[config.mk]
export PLATFORM = sky130hd
export DESIGN_NAME = srw_supervisor
export DESIGN_NICKNAME = d
export VERILOG_FILES = /design/src/shared/srw_pkg.sv /design/src/logic/srw_debounce.sv /design/src/logic/srw_supervisor.sv
export SDC_FILE = /design/constraint.sdc
export NUM_CORES = 1
export LEC_CHECK = 0
export BUFFER_PORTS_ARGS = -buffer_cell sky130_fd_sc_hd__buf_2
export CAP_MARGIN = 20
export CORE_MARGIN = 4
export CORE_UTILIZATION = 61
export DETAILED_ROUTE_END_ITERATION = 7
export PLACE_DENSITY = 0.79
export SLEW_MARGIN = 30
export SYNTH_ARGS = -nofsm -noshare
export SYNTH_HDL_FRONTEND = slang
export SYNTH_SLANG_ARGS = --single-unit
[constraint.sdc]
create_clock -name clock -period 2.5 [get_ports clock]
set_input_delay 0.125 -clock clock [delete_from_list [all_inputs] [get_ports clock]]
set_output_delay 0.125 -clock clock [all_outputs]
set_load 0.1 [all_outputs]
[src/shared/srw_pkg.sv]
// Purpose: constants for the supervisor reset and watchdog block
// Assumes: 100 MHz clock
// Notes:   times kept in their own units, cycle counts derived
package srw_pkg;
   localparam int unsigned CLK_MHZ       = 100;
   localparam int unsigned RST_TIMEOUT_MS = 200;
   localparam int unsigned WDOG_PERIOD_MS = 1600;
   localparam int unsigned DEBOUNCE_US    = 10;
   localparam int unsigned RST_TIMEOUT_CYC = RST_TIMEOUT_MS * 1000 * CLK_MHZ;
   localparam int unsigned WDOG_PERIOD_CYC = WDOG_PERIOD_MS * 1000 * CLK_MHZ;
   localparam int unsigned DEBOUNCE_CYC    = DEBOUNCE_US * CLK_MHZ;
   localparam int unsigned CNT_W           = 28;
   // variant codes
   localparam logic [1:0] VAR_WP_SDA  = 2'h0;
   localparam logic [1:0] VAR_LOW_SDA = 2'h1;
   localparam logic [1:0] VAR_KICK    = 2'h2;
endpackage

[src/logic/srw_debounce.sv]
// Purpose: debounce filter for the manual reset input
// Assumes: input synchronous to clock
// Notes:   output follows only after the input is stable for STABLE_CYC
`timescale 1ns/1ns
module srw_debounce #(
   parameter int unsigned STABLE_CYC = 1000,
   parameter int unsigned CW         = 16
) (
   // clock and reset
   input  wire logic clock,
   input  wire logic rst,
   // raw and filtered level
   input  wire logic raw_in,
   output logic      clean_out
);
   logic [CW-1:0] cnt_q;
   logic          clean_q;
   wire           differs = raw_in != clean_q;
   wire           settled = cnt_q >= CW'(STABLE_CYC - 1);

   always_ff @(posedge clock) begin
      if (rst) begin
         cnt_q   <= '0;
         clean_q <= 1'b1;
      end else if (!differs) begin
         cnt_q <= '0;
      end else if (settled) begin
         cnt_q   <= '0;
         clean_q <= raw_in;
      end else begin
         cnt_q <= cnt_q + 1'b1;
      end
   end
   assign clean_out = clean_q;

   chk_glitch_blocked: assert property (@(posedge clock) disable iff (rst)
      (differs && !settled) |=> $stable(clean_q))
      else $error("debounce output moved before input settled");
endmodule // srw_debounce

[src/logic/srw_supervisor.sv]
// Purpose: supervisory reset sequencer with watchdog and write gating
// Assumes: supply-low flag comes from an analog comparator, synchronous
// Notes:   counts are parameters so simulation can shorten them
// How it works
// - while supply is low both reset outputs, or in the low-only variant the active-low one, are asserted through open-drain drives.
// - after supply returns the outputs stay asserted for the reset timeout.
// - the watchdog resets the system if not restarted within its period.
// - in the kick variant any edge on the kick input restarts the watchdog.
// - otherwise any edge on the serial data line restarts the watchdog.
// - the manual reset input is debounced before use.
// - a low manual reset holds reset, then the full timeout follows its release.
// - an external low on the active-low reset pin starts a reset; once the pin is driven it is masked and the timeout runs.
// - write protect low allows writes to the whole array.
// - in the protect variant only, write protect high blocks every write.
// - writes are inhibited whenever supply is low, including power-up.
// - the low-only variant has no active-high output and no write protect.
`timescale 1ns/1ns
module srw_supervisor #(
   parameter logic [1:0]  VARIANT     = srw_pkg::VAR_WP_SDA,
   parameter int unsigned RST_CYC     = srw_pkg::RST_TIMEOUT_CYC,
   parameter int unsigned WDOG_CYC    = srw_pkg::WDOG_PERIOD_CYC,
   parameter int unsigned DEBOUNCE_CY = srw_pkg::DEBOUNCE_CYC
) (
   // clock and reset
   input  wire logic clock,
   input  wire logic rst,
   // supply monitor
   input  wire logic supply_low,
   // host side inputs
   input  wire logic manual_reset_in_n,
   input  wire logic watchdog_kick_in,
   input  wire logic sda_in,
   input  wire logic write_protect_in,
   // active-low reset pin, open drain
   input  wire logic reset_n_in,
   output logic      reset_n_out,
   output logic      reset_n_oe,
   // active-high reset pin, open drain pulling high
   output logic      reset_hi_out,
   output logic      reset_hi_oe,
   // memory write gate
   input  wire logic write_req,
   output logic      write_allow
);
   localparam int unsigned CW = srw_pkg::CNT_W;

   typedef enum logic [1:0] {SRW_HOLD, SRW_TIMEOUT, SRW_RUN} srw_state_e;

   // =====================================================
   // inputs
   logic mr_clean;
   srw_debounce #(.STABLE_CYC(DEBOUNCE_CY), .CW(CW)) u_mr_deb (
      .clock     (clock),
      .rst       (rst),
      .raw_in    (manual_reset_in_n),
      .clean_out (mr_clean)
   );

   logic mon_prev_q;
   wire  use_kick = VARIANT == srw_pkg::VAR_KICK;
   wire  mon_sig  = use_kick ? watchdog_kick_in : sda_in;
   wire  kick     = mon_sig != mon_prev_q;

   // own drive excluded: only an outside low counts
   wire  ext_low  = !reset_n_in && !reset_n_oe;
   wire  hold     = supply_low || !mr_clean || ext_low;

   // =====================================================
   // sequencer
   srw_state_e    st_q, st_d;
   logic [CW-1:0] tmo_q, tmo_d;
   logic [CW-1:0] wd_q,  wd_d;
   wire           tmo_done = tmo_q >= CW'(RST_CYC - 1);
   wire           wd_done  = wd_q  >= CW'(WDOG_CYC - 1);

   always_comb begin
      st_d  = st_q;
      tmo_d = '0;
      wd_d  = '0;
      case (st_q)
         SRW_HOLD: begin
            if (!hold) begin
               st_d = SRW_TIMEOUT;
            end
         end
         SRW_TIMEOUT: begin
            if (hold) begin
               st_d = SRW_HOLD;
            end else if (tmo_done) begin
               st_d = SRW_RUN;
            end else begin
               tmo_d = tmo_q + 1'b1;
            end
         end
         SRW_RUN: begin
            if (hold) begin
               st_d = SRW_HOLD;
            end else if (wd_done && !kick) begin
               st_d = SRW_TIMEOUT;
            end else if (!kick) begin
               wd_d = wd_q + 1'b1;
            end
         end
         default: st_d = SRW_HOLD;
      endcase
   end

   always_ff @(posedge clock) begin
      if (rst) begin
         st_q       <= SRW_HOLD;
         tmo_q      <= '0;
         wd_q       <= '0;
         // follow the pin so no false edge shows right after reset
         mon_prev_q <= mon_sig;
      end else begin
         st_q       <= st_d;
         tmo_q      <= tmo_d;
         wd_q       <= wd_d;
         mon_prev_q <= mon_sig;
      end
   end

   // =====================================================
   // outputs
   logic rst_act_q;
   logic wr_q;
   wire  has_hi = VARIANT != srw_pkg::VAR_LOW_SDA;
   wire  has_wp = VARIANT == srw_pkg::VAR_WP_SDA;
   wire  wp_ok  = !has_wp || !write_protect_in;

   always_ff @(posedge clock) begin
      if (rst) begin
         rst_act_q <= 1'b1;
         wr_q      <= 1'b0;
      end else begin
         rst_act_q <= st_d != SRW_RUN;
         wr_q      <= write_req && wp_ok && !supply_low;
      end
   end

   assign reset_n_out  = 1'b0;
   assign reset_n_oe   = rst_act_q;
   assign reset_hi_out = 1'b1;
   assign reset_hi_oe  = rst_act_q && has_hi;
   assign write_allow  = wr_q;

   // =====================================================
   // checks
   chk_supply_holds: assert property (@(posedge clock) disable iff (rst)
      supply_low |=> reset_n_oe)
      else $error("reset released while supply low");
   chk_pins_together: assert property (@(posedge clock) disable iff (rst)
      has_hi |-> reset_n_oe == reset_hi_oe)
      else $error("reset pins disagree");
   chk_timeout_held: assert property (@(posedge clock) disable iff (rst)
      (st_q == SRW_TIMEOUT && !tmo_done) |=> reset_n_oe)
      else $error("reset released before timeout");
   chk_wdog_fires: assert property (@(posedge clock) disable iff (rst)
      (st_q == SRW_RUN && wd_done && !kick && !hold) |=> reset_n_oe)
      else $error("watchdog expiry did not reset");
   chk_kick_restarts: assert property (@(posedge clock) disable iff (rst)
      (st_q == SRW_RUN && kick) |=> wd_q == '0)
      else $error("kick did not restart watchdog");
   chk_mr_holds: assert property (@(posedge clock) disable iff (rst)
      !mr_clean |=> reset_n_oe)
      else $error("reset released while manual reset low");
   chk_ext_holds: assert property (@(posedge clock) disable iff (rst)
      ext_low |=> st_q == SRW_HOLD)
      else $error("external low did not hold reset");
   chk_wp_blocks: assert property (@(posedge clock) disable iff (rst)
      (has_wp && write_protect_in) |=> !write_allow)
      else $error("write passed with protect high");
   chk_supply_wr: assert property (@(posedge clock) disable iff (rst)
      supply_low |=> !write_allow)
      else $error("write passed with supply low");
   chk_lowonly: assert property (@(posedge clock) disable iff (rst)
      !has_hi |-> !reset_hi_oe)
      else $error("active-high pin driven in low-only variant");
   chk_wp_allows: assert property (@(posedge clock) disable iff (rst)
      (write_req && !write_protect_in && !supply_low) |=> write_allow)
      else $error("write refused with protect low");

   // the watchdog stays cleared outside run, so every release starts a full period
   chk_wd_restart: assert property (@(posedge clock) disable iff (rst)
      (st_q != SRW_RUN) |=> wd_q == '0)
      else $error("watchdog count kept outside run");
   chk_hold_enters: assert property (@(posedge clock) disable iff (rst)
      hold |=> st_q == SRW_HOLD)
      else $error("hold cause did not enter hold");
   chk_run_released: assert property (@(posedge clock) disable iff (rst)
      (st_q == SRW_RUN) |-> !reset_n_oe)
      else $error("reset still driven in run");

   cov_release: cover property (@(posedge clock) disable iff (rst)
      $fell(reset_n_oe));
   cov_kick: cover property (@(posedge clock) disable iff (rst)
      st_q == SRW_RUN && kick);
   cov_mr: cover property (@(posedge clock) disable iff (rst) !mr_clean);
   cov_wdog: cover property (@(posedge clock) disable iff (rst)
      st_q == SRW_RUN && wd_done && !kick);
   cov_ext: cover property (@(posedge clock) disable iff (rst) ext_low);
endmodule // srw_supervisor

; Yosys cells after proc, flatten, opt, wreduce, memory -nomap -nowiden
; Cells that the tools add are included.
[classes]
n_addsub = 3
order_cmp = 3
n_eq_ne = 5
n_mux = 6
bitwise_logic = 3
reduce_logical = 17
[ops]
columns = cell, count
row1 = "adder 28 x 1 -> 28 bit, second input constant", 3
row2 = "greater-or-equal comparator 28 x 10 -> 1 bit, second input constant", 1
row3 = "greater-or-equal comparator 28 x 25 -> 1 bit, second input constant", 1
row4 = "greater-or-equal comparator 28 bit, second input constant", 1
row5 = two-way mux 2 bit, 5
row6 = logical NOT 1 bit, 6
row7 = one-hot mux 2 bit (3 select lines), 1
row8 = OR reduction 5 bit, 1
row9 = logical AND 1 bit, 4
row10 = OR reduction 4 bit, 1
row11 = inverter 1 bit, 3
row12 = OR reduction 3 bit, 1
row13 = "== test 2 x 1 -> 1 bit, second input constant", 1
row14 = "== test 2 bit, second input constant", 1
row15 = logical NOT 2 bit, 1
row16 = logical OR 1 bit, 2
row17 = inequality test 1 bit, 2
row18 = "inequality test 2 bit, second input constant", 1
row19 = AND reduction 2 bit, 1
[totals]
reg_bits = 90
input_bits = 9
wordCells = 45

; Longest topological paths before layout
[logic_depth]
ltp_word = 7
mapped_depth = 7
ltp_nobuf = 6

; Hierarchy
; From an unflattened synthesis, not the netlist that was laid out.
[hier_totals]
cells_unflattened = 390
area_unflattened_um2 = 3842.4
[by_module_without_submodules]
columns = module, instances, cells_per_inst, area_each_um2, seq_area_each_um2
row1 = srw_supervisor, 1, 314, 2944.1, 1221.2
row2 = srw_debounce, 1, 76, 898.4, 580.6

; Least setup slack after synthesis
; Ideal clock, no wire load.
[synth_path]
path_type = flip-flop to flip-flop
from = register rst_act_q (netlist: reset_hi_oe)
to = register tmo_q[23]
setup_time_ns = 0.064
arrival_time_ns = 2.067
required_ns = 2.436
slack_ns = 0.369
path_stages_with_launch = 6
path_buffers = 1
synth_period_minus_slack_ns = 2.131
path_cell_list = dfxtp_1 o211ai_1 nor3b_1 o211ai_1 buf_2 nor2_1
[synth_between]
elab_chain_cells = 4
[synth_rtl]
columns = element, line_no
row1 = start: declaration, srw_supervisor.sv:125  ; logic rst_act_q;
row2 = start signal: assignment, srw_supervisor.sv:133  ; rst_act_q <= 1'b1;
row3 = start signal: assignment, srw_supervisor.sv:136  ; rst_act_q <= st_d != SRW_RUN;
row4 = logical NOT 1 bit, srw_supervisor.sv:65  ; wire ext_low = !reset_n_in && !reset_n_oe;
row5 = logical AND 1 bit, srw_supervisor.sv:65
row6 = logical OR 1 bit, srw_supervisor.sv:66  ; wire hold = supply_low || !mr_clean || ext_low;
row7 = OR reduction 4 bit (no line), n/a
row8 = end signal: assignment, srw_supervisor.sv:117  ; tmo_q <= tmo_d;
row9 = end: declaration, srw_supervisor.sv:71  ; logic [CW-1:0] tmo_q, tmo_d;
; No other way between the ends.
; A chain may end at the register's enable or synchronous reset.

; Final worst setup path
[layout_path]
from = register tmo_q[0]
to = register tmo_q[20]
[layout_between]
elab_chain_cells = 2
[layout_rtl]
columns = element, line_no
row1 = greater-or-equal comparator 28 x 25 -> 1 bit, srw_supervisor.sv:73  ; wire tmo_done = tmo_q >= CW'(RST_CYC - 1);
row2 = OR reduction 4 bit (no line), n/a
; Several ways; a longest one is shown, not always the timed one.

==> summary.txt <==
Critical path
  • Worst path cell trace: ha_1, nand4_2, or4_1, nor3_4, xnor2_1, nor2_1
  • Crit-path leading delay family: simple AND/OR/NAND/NOR gates
  • R2r setup slk: 360 ps
  • Worst setup SP type: register
  • Buf/Inv on CP: 0
  • WS Path Type: register to register
  • Critical path depth: 6
  • Critical Path Fanout Max: 7
  • Crit path largest cell delay: ~790 ps
  • Reg2Reg Depth: 6
  • CP max stage cell: or4_1
  • Worst Path Arrival: 2380 ps
  • CP Capture Type: register
  • CP required: 2740 ps

Power and ir drop
  • Leakage: 1.40 nW
  • Power after layout: around 2.7 mW
  • VDD IR-drop max: roughly 0.43 mV
  • Pwr dens: between 600 and 700 nW/um^2

Drt
  • DRT iter0 DRCs: roughly 120
  • Wire per inst: around 12 um
  • First-pass iteration count of the detailed router: 6
  • Detail Route Antenna Nets: 0
  • Via count: 2,677
  • DRC: 0
  • DRT Wirelength: ~6300 um
  • Vias/cell: about 5.2

Placed design
  • GPL Wtd Cong: around 0.84
  • Port Buffers: 10
  • DP HPWL: ~4300 um

Synth
  • Simple-gate share of the synthesized area: ~27%
  • Asr flop ratio synth: 0%
  • Library cells used by synthesis: 48
  • Mux contribution to synthesized area: 0%
  • Compound-cell area share of the yosys netlist: about 5%
  • Post-synth EDFFs: 0
  • Largest family of logic cells by synthesized area: simple AND/OR/NAND/NOR gates
  • Post-synthesis sequential area ratio: 48.8%
  • Cell count after synthesis: a little under 400
  • Yosys warns: 0
  • Ys flop type: dfxtp_1
  • Syn Area/Cell: just over 9 um^2
  • Xor/xnor share of the synthesized area: 13.3%
  • Cell Area, Synth: around 3700 um^2
  • Flops & latches, synth: 90
  • Post-synthesis adder-cell area fraction: around 1.0%

Timing
  • Fin. max-slew vios: 0
  • Final Hold Fails: 0
  • Period Utilization, post-route: a little under nine tenths
  • Skew final: 6.61 ps
  • Post-layout minimum cycle time: between 2000 and 2500 ps
  • Worst slew margin: 61.8%
  • Slew @ Worst Pin: approximately 570 ps
  • Final Setup Violations: 0
  • Peak Freq: 468 MHz
  • RSZ-0062 raised after global routing: false
  • Fin Setup TNS: 0 ps

Clocking
  • Post-cts resize count: 0
  • CTS tree: done
  • CTS Buffer Depth: 2
  • CTS H-tree depth: 3
  • Number of CTS-inserted buffers: 9
  • Num Clock Sinks: 90
  • CTS clk-pin slew, worst paths: roughly 80 ps
  • Root buf cell: clkbuf_8
  • Worst-Skew Late Latency: around 350 ps

Die
  • Die area: ~7400 um^2
  • Row count: 28
  • Die Ht: approximately 86 um
  • Core Box Area: 5890 um^2
  • Die W: between 80 and 90 um
  • Initial core utilization: 62.8%
  • I/O pins: 14

Layout
  • Antenna Cells: 0
  • Area growth syn-to-layout: 11.9%
  • Fillers: 465
  • Fraction of layout cells with a size suffix above 1: ~12%
  • Final nets: between 400 and 500

GRT
  • Largest net degree at the start of global routing: 29
  • Global-route wire length before repair: roughly 12,000 um
  • Vias in the first global route: between 2,000 and 3,000
  • Total GRT Usage: a little under 20%
  • Grt ovf: 0
  • Initial antenna violation count: 0

Status
  • Status: finished clean

Worst hold path
  • Type of the worst min-delay path: input pin to register
  • Worst Hold Depth: 2

Job
  • Max_cap viols: 0
## cell families after synthesis
| kind of cell | count (synthesis) |
|---|---|
| fa+ha+maj | 3 |
| buf+inv | 32 |
| simple gates | 189 |
| xor+xnor | 56 |
| flops | 90 |
| other cells | 2 |
| compound gates | 23 |
## report_power, final
group	total (mW)	switching [mW]	internal (mW)
clock network	1.14	0.473	0.663
registers	1.46	0.00660	1.45
logic	0.0549	0.0389	0.0160
total	2.65	0.519	2.13
## state kept, by name (all words and copies together) (netlist names)
register / count
reset_hi_oe: 1
u_mr_deb.clean_out: 1
wd_q: 28
u_mr_deb.cnt_q: 28
write_allow: 1
st_q: 2
tmo_q: 28
mon_prev_q: 1
## area by class of cell
cell class                 count  area, um^2  area share, %
sequential                    90        1800           43.6
multi-input combinational    294        1810           43.7
inverter                      19        71.3           1.73
clock inverter                 5         103           2.48
tap                           75        93.8           2.27
timing repair buffer          17         125           3.03
clock buffer                  11         131           3.18
## worst paths after layout
path	end	from
max	tmo_q[20]	tmo_q[0]
min	u_mr_deb.clean_out	rst
max reg2reg	tmo_q[20]	tmo_q[0]
min reg2reg	u_mr_deb.cnt_q[0]	u_mr_deb.cnt_q[0]
## layout by cell type (no fill, tap or decap), drive strengths merged, types with 2 or more instances in the layout
| cell | Yosys | routed |
|---|---|---|
| a211o | 3 | 3 |
| a211oi | 2 | 2 |
| a21oi | 2 | 2 |
| and3 | 5 | 5 |
| and4 | 2 | 2 |
| buf | 12 | 13 |
| bufinv | 0 | 3 |
| clkbuf | 1 | 11 |
| conb | 2 | 23 |
| dfxtp | 90 | 90 |
| dlygate4sd3 | 0 | 4 |
| ha | 3 | 3 |
| inv | 19 | 19 |
| nand2 | 21 | 21 |
| nand3 | 26 | 26 |
| nand4 | 8 | 8 |
| nor2 | 82 | 82 |
| nor3 | 16 | 16 |
| nor4 | 15 | 15 |
| nor4b | 2 | 2 |
| o211ai | 3 | 3 |
| o21ai | 3 | 3 |
| o41a | 2 | 2 |
| or2 | 4 | 4 |
| or3 | 3 | 3 |
| or4 | 3 | 3 |
| xnor2 | 42 | 42 |
| xor2 | 14 | 14 |
## timing repair
item / in CTS / in global routing
buffers inserted: 0 / 0
hold buffers: 4 / 0
endpoints found under the hold margin: 3 / 0
## synthesized netlist by cell type, types with 2 or more instances
cell / count / area (um^2)
ha_1: 3 / 37.5
a211o_1: 3 / 26.3
o41a_1: 2 / 22.5
o211ai_1: 3 / 22.5
o21ai_0: 3 / 15.0
and3_1: 5 / 31.3
buf_2: 6 / 30.0
a211oi_1: 2 / 15.0
nor4_4: 2 / 42.5
buf_4: 3 / 22.5
or2_2: 3 / 18.8
nor4_1: 13 / 81.3
conb_1: 2 / 7.51
inv_1: 19 / 71.3
nand4_1: 7 / 43.8
nor3_2: 2 / 20.0
or4_1: 3 / 22.5
nand3_1: 25 / 125
dfxtp_1: 90 / 1800
or3_1: 3 / 18.8
a21oi_1: 2 / 10.0
xnor2_1: 42 / 368
xor2_1: 14 / 123
nor2_1: 72 / 270
and4_1: 2 / 17.5
nor2_2: 10 / 62.6
nor3_1: 12 / 60.1
buf_6: 2 / 22.5
nor3_4: 2 / 32.5
nand2_1: 20 / 75.1
## metal layers
metal,track usage (%),vias to the layer above,routed length (um),share of wire [%]
met2,33.6,54,3210,51
met1,23.3,1234,2750,43
li1,-,1375,-,-
met4,7.77,0,122,1.9
met5,0,-,0,0
met3,5.48,14,241,3.8
## metrics by stage
step / setup slack, ps / std cells / util, % / cell area, um^2 / hold slack (ps)
6_report: 361 / 511 / 70.2 / 4130 / 24.8
3_5_place_dp: 362 / 491 / 65.6 / 3860 / 267
5_1_grt: 227 / 511 / 70.2 / 4130 / 15.0
3_3_place_gp: 431 / 491 / 65.6 / 3860 / 264
4_1_cts: 352 / 511 / 70.2 / 4130 / 9.77
2_1_floorplan: 369 / 416 / - / 3770 / 153
No activity file was read; power rests on OpenSTA's default activity.
